**config.mk**
```make
export PLATFORM = sky130hd
export DESIGN_NAME = pwt_timer
export DESIGN_NICKNAME = d
export VERILOG_FILES = /design/src/inc/pwt_pkg.sv /design/src/design/pwt_interval_counter.sv /design/src/design/pwt_timer.sv
export SDC_FILE = /design/constraint.sdc
export NUM_CORES = 1
export LEC_CHECK = 0
export ABC_AREA = 1
export BUFFER_PORTS_ARGS = -buffer_cell sky130_fd_sc_hd__clkbuf_2
export CORE_ASPECT_RATIO = 1.5
export CORE_MARGIN = 2
export CORE_UTILIZATION = 55
export DETAILED_ROUTE_END_ITERATION = 10
export PLACE_DENSITY = 0.8
export SYNTH_ARGS = -nofsm -noshare
export SYNTH_HDL_FRONTEND = slang
export SYNTH_SLANG_ARGS = --single-unit
```
**constraint.sdc**
```tcl
create_clock -name pclk -period 3.53 [get_ports pclk]
set_input_delay 0.706 -clock pclk [delete_from_list [all_inputs] [get_ports pclk]]
set_output_delay 0.706 -clock pclk [all_outputs]
set_load 0.01 [all_outputs]
```
**src/inc/pwt_pkg.sv**
```systemverilog
// Shared constants, register layout and helpers of the periodic wakeup timer
package pwt_pkg;

  // ==========================================================
  // Bus widths
  localparam int unsigned DATA_W = 32;            // APB data width
  localparam int unsigned ADDR_W = 12;            // APB address width
  localparam int unsigned IVL_W  = 6;             // Interval field width
  localparam int unsigned PRE_W  = 11;            // Prescaler count width

  // ==========================================================
  // Register indices and byte addresses (index times four)
  localparam logic [7:0] IDX_DIV  = 8'h38;        // Prescale value register
  localparam logic [7:0] IDX_WAKE = 8'h39;        // Wakeup interval csr
  localparam logic [7:0] IDX_RST  = 8'h3A;        // Periodic reset csr
  localparam logic [ADDR_W-1:0] ADDR_DIV  = {2'h0, IDX_DIV, 2'h0};
  localparam logic [ADDR_W-1:0] ADDR_WAKE = {2'h0, IDX_WAKE, 2'h0};
  localparam logic [ADDR_W-1:0] ADDR_RST  = {2'h0, IDX_RST, 2'h0};

  // ==========================================================
  // Field positions and values
  localparam int unsigned FLAG_BIT = 7;           // Sticky flag bit
  localparam int unsigned ACK_BIT  = 6;           // Write-one acknowledge
  localparam logic [IVL_W-1:0] IVL_RESET  = 6'h3F; // Interval after reset
  localparam logic [IVL_W-1:0] IVL_OFF    = 6'h00; // Disabled interval
  localparam logic [IVL_W-1:0] DIV_POR    = 6'h1F; // Prescale after POR
  localparam logic [IVL_W-1:0] DIV_FORCED = 6'h3F; // Prescale on wake off

  // ==========================================================
  // Prescaler law: base plus step per prescale unit, in slow ticks
  localparam int unsigned PRE_BASE = 504;         // Ticks at value zero
  localparam int unsigned PRE_STEP = 16;          // Ticks per value step

  // Control/status byte layout
  typedef struct packed {
    logic             flag;                       // Sticky event flag
    logic             ack;                        // Acknowledge strobe
    logic [IVL_W-1:0] interval;                   // Interval field
  } pwt_csr_s;

  // Slow ticks per wakeup clock for a prescale value
  function automatic logic [PRE_W-1:0] pwt_pre_limit(
    input logic [IVL_W-1:0] div
  );
    return PRE_W'(PRE_BASE + PRE_STEP * int'(div));
  endfunction

endpackage

```
**src/design/pwt_interval_counter.sv**
```systemverilog
// Incrementing interval counter that pulses and wraps at its limit
`timescale 1ns/1ps
`default_nettype none

module pwt_interval_counter #(
  parameter int unsigned WIDTH = 6                // Counter width
) (
  input  wire logic             pclk,             // System clock
  input  wire logic             rst_n,            // Async reset, low
  input  wire logic             tick,             // One count step
  input  wire logic             restart,          // Clear the count
  input  wire logic [WIDTH-1:0] limit,            // Counts per event
  output logic                  hit,              // Limit reached pulse
  output logic      [WIDTH-1:0] count             // Current count
);

  // ==========================================================
  // Count and terminal decode
  logic [WIDTH-1:0] cnt_reg;                      // Running count
  logic [WIDTH-1:0] cnt_next;                     // Next count
  logic [WIDTH-1:0] cnt_inc;                      // Count plus one

  assign cnt_inc = cnt_reg + WIDTH'(1);
  // Event when the step reaches the limit, unless restarted
  assign hit     = tick && !restart && (cnt_inc == limit);
  assign cnt_next = restart ? '0 :
                    hit     ? '0 :
                    tick    ? cnt_inc : cnt_reg;
  assign count   = cnt_reg;

  // Count register
  always_ff @(posedge pclk or negedge rst_n) begin
    if (!rst_n) begin
      cnt_reg <= '0;
    end else begin
      cnt_reg <= cnt_next;
    end
  end

endmodule // pwt_interval_counter

`default_nettype wire

```
**src/design/pwt_timer.sv**
```systemverilog
// Periodic wakeup and reset timer with its APB register slave
//
// Added by the designer: the APB register port.
`timescale 1ns/1ps
`default_nettype none

module pwt_timer
  import pwt_pkg::*;
(
  input  wire logic                      pclk,    // Bus clock
  input  wire logic                      presetn, // Bus reset, low
  input  wire logic                      por_n,   // Power-on reset, low
  input  wire logic                      psel,    // APB select
  input  wire logic                      penable, // APB enable
  input  wire logic                      pwrite,  // APB write
  input  wire logic [pwt_pkg::ADDR_W-1:0] paddr,  // APB address
  input  wire logic [pwt_pkg::DATA_W-1:0] pwdata, // APB write data
  output logic      [pwt_pkg::DATA_W-1:0] prdata, // APB read data
  output logic                           pready,  // APB ready
  output logic                           pslverr, // APB error
  input  wire logic                      slow_tick_in, // Slow clock pin
  output logic                           wake_irq,     // Wake request
  output logic                           periodic_restart_out // Reset
);

  // ==========================================================
  // Reset combination
  logic rst_any_n;                                // Either reset low

  // Power-on reset also counts as a reset of the whole block
  assign rst_any_n = presetn & por_n;

  // ==========================================================
  // Slow clock synchroniser and edge detect
  logic sync1_reg;                                // First stage
  logic sync2_reg;                                // Second stage
  logic sync3_reg;                                // Edge history
  logic slow_rise;                                // Slow clock edge

  // Pin passes two flops before any logic
  always_ff @(posedge pclk or negedge rst_any_n) begin
    if (!rst_any_n) begin
      sync1_reg <= 1'b0;
      sync2_reg <= 1'b0;
      sync3_reg <= 1'b0;
    end else begin
      sync1_reg <= slow_tick_in;
      sync2_reg <= sync1_reg;
      sync3_reg <= sync2_reg;
    end
  end

  assign slow_rise = sync2_reg & ~sync3_reg;

  // ==========================================================
  // APB decode
  pwt_csr_s          wr_csr;                      // Write data as csr
  logic              setup_ph;                    // Setup cycle
  logic              wr_en;                       // Write takes effect
  logic              hit_div;                     // Prescale selected
  logic              hit_wake;                    // Wake csr selected
  logic              hit_rst;                     // Reset csr selected
  logic              mapped;                      // Any register hit

  assign wr_csr   = pwt_csr_s'(pwdata[7:0]);
  assign setup_ph = psel & ~penable;
  assign wr_en    = psel & penable & pwrite;
  assign hit_div  = (paddr == ADDR_DIV);
  assign hit_wake = (paddr == ADDR_WAKE);
  assign hit_rst  = (paddr == ADDR_RST);
  assign mapped   = hit_div | hit_wake | hit_rst;

  // Zero-latency slave: access phase always completes
  assign pready  = 1'b1;
  assign pslverr = psel & penable & ~mapped;

  // ==========================================================
  // Interval registers and write qualification
  logic [IVL_W-1:0] wake_ivl_reg;                 // Wake interval field
  logic [IVL_W-1:0] rst_ivl_reg;                  // Reset interval field
  logic [IVL_W-1:0] wake_lim_reg;                 // Wake limit in use
  logic [IVL_W-1:0] rst_lim_reg;                  // Reset limit in use
  logic [IVL_W-1:0] div_reg;                      // Prescale value
  logic             wake_wr;                      // Wake csr write
  logic             rst_wr;                       // Reset csr write
  logic             wake_zero_req;                // Zero wake request
  logic             rst_zero_req;                 // Zero reset request
  logic             wake_accept;                  // Wake write allowed
  logic             rst_accept;                   // Reset write allowed
  logic             wake_change;                  // Wake field changes
  logic             rst_change;                   // Reset field changes
  logic             wake_on;                      // Wake enabled
  logic             rst_on;                       // Periodic reset on

  assign wake_wr       = wr_en & hit_wake;
  assign rst_wr        = wr_en & hit_rst;
  assign wake_zero_req = (wr_csr.interval == IVL_OFF);
  assign rst_zero_req  = (wr_csr.interval == IVL_OFF);
  // Never let both sources go silent together
  assign wake_accept = wake_wr &
                       ~(wake_zero_req & (rst_ivl_reg == IVL_OFF));
  assign rst_accept  = rst_wr &
                       ~(rst_zero_req & (wake_ivl_reg == IVL_OFF));
  assign wake_change = wake_accept & (wr_csr.interval != wake_ivl_reg);
  assign rst_change  = rst_accept & (wr_csr.interval != rst_ivl_reg);
  assign wake_on     = (wake_ivl_reg != IVL_OFF);
  assign rst_on      = (rst_ivl_reg != IVL_OFF);

  // Interval fields, reloaded by any reset
  always_ff @(posedge pclk or negedge rst_any_n) begin
    if (!rst_any_n) begin
      wake_ivl_reg <= IVL_RESET;
      rst_ivl_reg  <= IVL_RESET;
    end else begin
      if (wake_accept) begin
        wake_ivl_reg <= wr_csr.interval;
      end
      if (rst_accept) begin
        rst_ivl_reg <= wr_csr.interval;
      end
    end
  end

  // Limits in use: a zero field keeps the previous limit running
  always_ff @(posedge pclk or negedge rst_any_n) begin
    if (!rst_any_n) begin
      wake_lim_reg <= IVL_RESET;
      rst_lim_reg  <= IVL_RESET;
    end else begin
      if (wake_accept && !wake_zero_req) begin
        wake_lim_reg <= wr_csr.interval;
      end
      if (rst_accept && !rst_zero_req) begin
        rst_lim_reg <= wr_csr.interval;
      end
    end
  end

  // Prescale value survives all but power-on reset
  always_ff @(posedge pclk or negedge por_n) begin
    if (!por_n) begin
      div_reg <= DIV_POR;
    end else if (wake_accept && wake_zero_req) begin
      div_reg <= DIV_FORCED;
    end else if (wr_en && hit_div) begin
      div_reg <= wr_csr.interval;
    end
  end

  // ==========================================================
  // Prescaler: slow ticks to one wakeup clock step
  logic [PRE_W-1:0] pre_reg;                      // Slow tick count
  logic [PRE_W-1:0] pre_inc;                      // Count plus one
  logic             wclk_step;                    // Wakeup clock pulse

  assign pre_inc   = pre_reg + PRE_W'(1);
  assign wclk_step = slow_rise & (pre_inc >= pwt_pre_limit(div_reg));

  // Prescaler count
  always_ff @(posedge pclk or negedge rst_any_n) begin
    if (!rst_any_n) begin
      pre_reg <= '0;
    end else if (slow_rise) begin
      pre_reg <= wclk_step ? '0 : pre_inc;
    end
  end

  // ==========================================================
  // Cascaded interval counters
  logic             wake_hit;                     // Wake period ended
  logic             rst_hit;                      // Reset period ended
  logic             wake_evt;                     // Wake interrupt event
  logic             rst_evt;                      // Periodic reset event

  // Wake counter steps on each wakeup clock
  pwt_interval_counter #(
    .WIDTH   (IVL_W)
  ) u_wake_cnt (
    .pclk    (pclk),
    .rst_n   (rst_any_n),
    .tick    (wclk_step),
    .restart (wake_change),
    .limit   (wake_lim_reg),
    .hit     (wake_hit),
    .count   ()
  );

  // Reset counter steps on each wake period
  pwt_interval_counter #(
    .WIDTH   (IVL_W)
  ) u_rst_cnt (
    .pclk    (pclk),
    .rst_n   (rst_any_n),
    .tick    (wake_hit),
    .restart (rst_change),
    .limit   (rst_lim_reg),
    .hit     (rst_hit),
    .count   ()
  );

  assign rst_evt  = rst_hit & rst_on;
  // Reset wins over an interrupt in the same cycle
  assign wake_evt = wake_hit & wake_on & ~rst_evt;

  // ==========================================================
  // Sticky flags
  logic wake_flag_reg;                            // Wake flag
  logic wake_flag_next;                           // Next wake flag
  logic prf_reg;                                  // Periodic flag
  logic prf_next;                                 // Next periodic flag
  logic wake_ack;                                 // Wake acknowledge
  logic prf_ack;                                  // Periodic acknowledge

  // Only the acknowledge bit clears; flag bit writes are ignored
  assign wake_ack = wake_wr & wr_csr.ack;
  assign prf_ack  = rst_wr & wr_csr.ack;
  assign wake_flag_next = wake_evt | (wake_flag_reg & ~wake_ack);
  assign prf_next       = rst_evt | (prf_reg & ~prf_ack);

  // Wake flag cleared by any reset
  always_ff @(posedge pclk or negedge rst_any_n) begin
    if (!rst_any_n) begin
      wake_flag_reg <= 1'b0;
    end else begin
      wake_flag_reg <= wake_flag_next;
    end
  end

  // Periodic flag cleared by power-on reset only
  always_ff @(posedge pclk or negedge por_n) begin
    if (!por_n) begin
      prf_reg <= 1'b0;
    end else begin
      prf_reg <= prf_next;
    end
  end

  // Periodic reset request pulse, one cycle per event
  always_ff @(posedge pclk or negedge rst_any_n) begin
    if (!rst_any_n) begin
      periodic_restart_out <= 1'b0;
    end else begin
      periodic_restart_out <= rst_evt;
    end
  end

  // Wake request follows the flag with no mask
  assign wake_irq = wake_flag_reg;

  // ==========================================================
  // Read data, captured in the setup cycle
  pwt_csr_s          rd_wake;                     // Wake csr read view
  pwt_csr_s          rd_rst;                      // Reset csr read view
  logic [7:0]        rd_byte;                     // Selected read byte

  // Acknowledge bits always read zero
  assign rd_wake = '{flag: wake_flag_reg, ack: 1'b0,
                     interval: wake_ivl_reg};
  assign rd_rst  = '{flag: prf_reg, ack: 1'b0, interval: rst_ivl_reg};
  assign rd_byte = hit_wake ? 8'(rd_wake) :
                   hit_rst  ? 8'(rd_rst)  :
                   hit_div  ? {2'h0, div_reg} : 8'h00;

  // Read data register
  always_ff @(posedge pclk or negedge rst_any_n) begin
    if (!rst_any_n) begin
      prdata <= '0;
    end else if (setup_ph) begin
      prdata <= {24'h000000, rd_byte};
    end
  end

endmodule // pwt_timer

`default_nettype wire

```
Yosys cells after proc, flatten, opt, wreduce, memory -nomap -nowiden
Index checks and enable logic that the tools add are counted.
{"block": "word_totals", "ff_bits": 67, "input_bits": 51, "out_inout_bits": 36, "wordCells": 92}
{"block": "classes", "n_addsub": 4, "magnitude_cmp": 1, "eq_ne": 7, "muxes": 12, "n_bitwise": 34, "reduce_logical": 19}
{"cell": "$mux 6", "count": 9}
{"cell": "$eq 12x8->1 const B", "count": 3}
{"cell": "$and 1x1->1", "count": 22}
{"cell": "$logic_not 6->1", "count": 3}
{"cell": "$mux 8", "count": 2}
{"cell": "$add 6x1->6 const B", "count": 2}
{"cell": "$eq 6x6->1", "count": 2}
{"cell": "$ne 6x6->1", "count": 2}
{"cell": "$reduce_bool 6->1", "count": 2}
{"cell": "$add 11x1->11 const B", "count": 1}
{"cell": "$add 9x10->11 const A", "count": 1}
{"cell": "$ge 11x11->1", "count": 1}
{"cell": "$mux 11", "count": 1}
{"cell": "$logic_and 1x1->1", "count": 8}
{"cell": "$not 1->1", "count": 8}
{"cell": "$reduce_bool 3->1", "count": 2}
{"cell": "$or 1x1->1", "count": 4}
{"cell": "$logic_not 1->1", "count": 3}
{"cell": "$reduce_bool 2->1", "count": 1}

Logic depth before layout (Yosys ltp)
{"block": "depth", "word_depth": 14, "ltp_mapped": 17}

Modules after synthesis
A second synthesis with hierarchy kept.
{"block": "unflattened", "cells_unflattened": 591, "hier_area_um2": 4500.6}
{"module": "pwt_timer", "instances": 1, "cells_per_inst": 401, "area_per_inst_um2": 3306.9, "seq_area_each_um2": 1387.6}
{"module": "pwt_interval_counter", "instances": 2, "cells_per_inst": 95, "area_per_inst_um2": 596.8, "seq_area_each_um2": 150.1}

Worst setup path after synthesis
No wires, ideal clock.
{"block": "synth_timing", "path_kind": "flip-flop to flip-flop", "start": "reg pre_reg[0]", "end": "reg u_wake_cnt.cnt_reg[2], in the netlist u_wake_cnt.count[2]", "setup_ns": 0.083, "arrival_ns": 2.541, "slack_ns": 0.906, "stages_incl_launch_ff": 16, "path_cell_list": "dfrtp_1 -> ha_1 -> inv_1 -> nor2_1 -> nand3_1 -> nor3_1 -> nand3_1 -> xor2_1 -> ha_1 -> nand2_1 -> nor2_1 -> a211oi_1 -> nand2_2 -> nand2_1 -> nand2_1 -> o22ai_1"}
{"block": "synth_between", "elab_chain_len": 7, "elab_cells_between_ends": 8, "cone_classes": "add/sub: 1; order compare: 1; mux: 2; bitwise: 1; reduce/logical: 3"}
{"item": "start: declaration", "line": "pwt_timer.sv:152", "source": "logic [PRE_W-1:0] pre_reg;"}
{"item": "start signal: assignment", "line": "pwt_timer.sv:164", "source": "pre_reg <= wclk_step ? '0 : pre_inc;"}
{"item": "$add 11x1->11 *", "line": "pwt_timer.sv:156", "source": "assign pre_inc = pre_reg + PRE_W'(1);"}
{"item": "$ge 11x11->1 *", "line": "pwt_timer.sv:157", "source": "assign wclk_step = slow_rise & (pre_inc >= pwt_pre_limit(div_reg));"}
{"item": "$and 1x1->1 *", "line": "pwt_timer.sv:157"}
{"item": "$logic_and 1x1->1 (2 in a row)", "line": "pwt_interval_counter.sv:25", "source": "assign hit = tick && !restart && (cnt_inc == limit);"}
{"item": "$mux 6", "line": "pwt_interval_counter.sv:27", "source": "hit ? '0 :"}
{"item": "$mux 6", "line": "pwt_interval_counter.sv:26", "source": "assign cnt_next = restart ? '0 :"}
{"item": "end signal: assignment", "line": "pwt_interval_counter.sv:36", "source": "cnt_reg <= cnt_next;"}
{"item": "end: declaration", "line": "pwt_interval_counter.sv:19", "source": "logic [WIDTH-1:0] cnt_reg;"}
Every way passes the cells marked *; elsewhere a longest branch is shown, timed or not.
A chain may end at the register's enable or synchronous reset.

Worst setup path after layout
Same ends and word-level chain as after synthesis.

==> results.json <==
{
  "status": "complete, no violations",
  "arrival_ps": 3410,
  "ys.flop_type": "dfrtp_1",
  "antenna_found_initial": 0,
  "start_util_pct": 56.6,
  "worst_pin_slew_ps": 1030,
  "wl_um": 8970,
  "synth_top_area_share_pct": 22.8,
  "maxSlewHeadroom_pct": 31.5,
  "io_buffers": 35,
  "fin_nets": 630,
  "clockRootBuffer": "clkbuf_8",
  "power_switching_w": 0.000440,
  "dr.pass1.iters": 4,
  "synth_cells": 528,
  "die_y_um": 109,
  "gp_congestion": 0.923,
  "drive_gt1_share_pct": 17.8,
  "fin_setup_tns_ps": 0,
  "fp.coreArea_sq_um": 7180,
  "yosysTopAreaCell": "dfrtp_1",
  "routed_via_density": 5.11,
  "crit_top_cell": "nand2_1",
  "synth_edf_count": 0,
  "cts-htree-levels": 3,
  "netlist_top_cells_count": "137 x nand2_1, 74 x inv_1, 37 x dfrtp_1, 37 x nand3_1, 37 x nor2_1",
  "cp_top_family": "simple AND/OR/NAND/NOR gates",
  "die_w_um": 74.2,
  "synthArstFlopShare_pct": 100,
  "cp-start-kind": "flop",
  "io_pins": 87,
  "slew_viol_final": 0,
  "synth_compound_area_share_pct": 10.4,
  "leakagePower_nw": 2.24,
  "wl_per_cell_um": 13.3,
  "postCtsSetupBuffers": 0,
  "worst-path-buf-inv": 1,
  "power.total_w": 0.00172,
  "cp_cell_sequence": "ha_1 > inv_1 > nor2_1 > nand3_1 > nor3_1 > nand3_1 > xor2_1 > ha_1 > nand2_1 > nor2_1 > a211oi_1 > nand2_2 > nand2_1 > nand2_1 > o22ai_1",
  "synth_cell_types": 36,
  "clk_pin_slew_ps": 80,
  "min_period_over_period_pct": 89.3,
  "ys_seq_area_share_pct": 41.5,
  "track_usage_pct": 24.4,
  "cts_hold_buffers": 0,
  "clkLatencyLatePin_ps": 350,
  "crit_fanout": 7,
  "irDropWorstVdd_v": 0.000401,
  "multiInputGateArea_sq_um": 1950,
  "fillers": 628,
  "critical_path.max_stage_delay_ps": 450,
  "initialDrtViolationCount": 222,
  "worstSetupPathType": "reg -> reg",
  "ctsResizeCount": 0,
  "cts_num_sinks": 66,
  "synth_mux_area_share_pct": 0,
  "power-per-cell-area_nw_per_um2": 386,
  "drcViolationCount": 0,
  "combPwrFrac_pct": 10.6,
  "ys_ff_latch": 66,
  "synthXorXnorAreaFrac_pct": 4.52,
  "min_period_ps": 3150,
  "cts_buffers": 9,
  "hold_ws_ps": 182,
  "dieArea_sq_um": 8110,
  "dp_hpwl_um": 6970,
  "gr-total-overflow": 0,
  "synth-simple-area-share_pct": 27.1,
  "rsz0062_at_grt": "no",
  "syn_to_final_growth_pct": 9.51,
  "crit_slowest_cell": "dfrtp_1",
  "stdcell_area_sq_um": 4450,
  "netlist_area_sq_um": 4070,
  "yosys_warnings": 0,
  "yosys-top-cells-area": "dfrtp_1 23%, dfstp_2 19%, nand2_1 13%",
  "clockBufferDepth": 2,
  "vias": 3436,
  "fin_skew_ps": 14.7,
  "clock.fmax_ghz": 0.317,
  "synth_area_per_cell_sq_um": 7.70,
  "grt_max_degree": 49,
  "hold_viol_final": 0,
  "largest_reg_flops": 11,
  "end_kind": "flop",
  "hold_path_class": "in -> async",
  "rows": 38,
  "switching_share_pct": 25.7,
  "seqPwrFrac_pct": 48.4,
  "seq_area_sq_um": 1690,
  "ant_nets": 0,
  "max_cap_viol_count": 0,
  "critPathRequiredTime_ps": 3790,
  "cts_tree": "yes",
  "intPower_w": 0.00128,
  "diodes": 0,
  "pwr-share-clk_pct": 40.9,
  "setup_viol": 0,
  "synthAdderAreaFrac_pct": 3.69,
  "grt_pass1_vias": 3436,
  "placed_cell_area_sq_um": 4240,
  "synth_top_family_by_area": "simple AND/OR/NAND/NOR gates",
  "grt_pass1_wl_um": 14900,
  "yosysMostFrequentCell": "nand2_1"
}
## final cells by class
type                            count  share of cell area [%]
Sequential cell                    66                    37.9
Multi-Input combinational cell    377                    43.9
Clock buffer                       13                    3.34
Tap cell                          100                    2.81
Inverter                           77                    6.49
Clock inverter                      3                    1.46
Timing Repair Buffer               36                    4.10
## layout by cell type, fill, tap and decap left out, types with 5 or more instances in the layout
master,synthesis,layout
nand4_1,10,10
dfrtp_1,37,37
nor3_1,5,5
dfstp_2,29,29
nor2_1,37,37
a41oi_1,6,6
xor2_1,16,16
conb_1,2,26
o22ai_1,10,10
o21ai_0,34,34
nand2_1,137,137
inv_1,74,72
a21oi_1,14,14
nand3_1,37,37
ha_1,12,12
inv_2,3,5
xnor2_1,5,5
clkbuf_8,0,10
clkbuf_2,1,35
## worst paths after layout
kind / startpoint / to / slack, ps / depth (start not counted)
hold / removal: por_n / div_reg[5] / 180 / 1
setup reg to reg: pre_reg[0] / u_wake_cnt.count[2] / 380 / 15
setup / recovery: pre_reg[0] / u_wake_cnt.count[2] / 380 / 15
max in group asynchronous: por_n / rst_ivl_reg[2] / 1890 / 4
hold reg to reg: sync1_reg / sync2_reg / 350 / 0
min in group pclk: sync1_reg / sync2_reg / 350 / 0
## power groups by stage
stage / clock (W) / sequential, W / combinational, W
floorplan: 0 / 0.000839 / 0.000141
global placement: 0 / 0.000841 / 0.000174
detailed placement: 0 / 0.000844 / 0.000184
CTS: 0.000714 / 0.000831 / 0.000185
global route: 0.000754 / 0.000836 / 0.000210
finish: 0.000703 / 0.000831 / 0.000183
## per-layer routing
layer / part of all wire (%) / track usage [%]
met1: 39 / 26.5
met5: 0 / 0
met3: 2.7 / 4.86
met4: 4.3 / 14.7
met2: 54 / 42.9
## through the flow
step | setup slack (ps) | std cells | utilization [%]
2_1_floorplan | 906 | 552 | -
3_3_place_gp | 559 | 656 | 59.0
3_5_place_dp | 439 | 656 | 59.0
4_1_cts | 409 | 672 | 62.0
5_1_grt | 33.4 | 672 | 62.0
6_report | 379 | 672 | 62.0
## cell families after synthesis
logic type | after synthesis
flip-flops | 66
buffers and inverters | 109
AO/OA/AOI/OAI | 73
AND/OR/NAND/NOR | 245
adder cells (fa/ha/maj) | 12
other | 2
XOR/XNOR | 21
No activity file was read; power rests on OpenSTA's default activity.
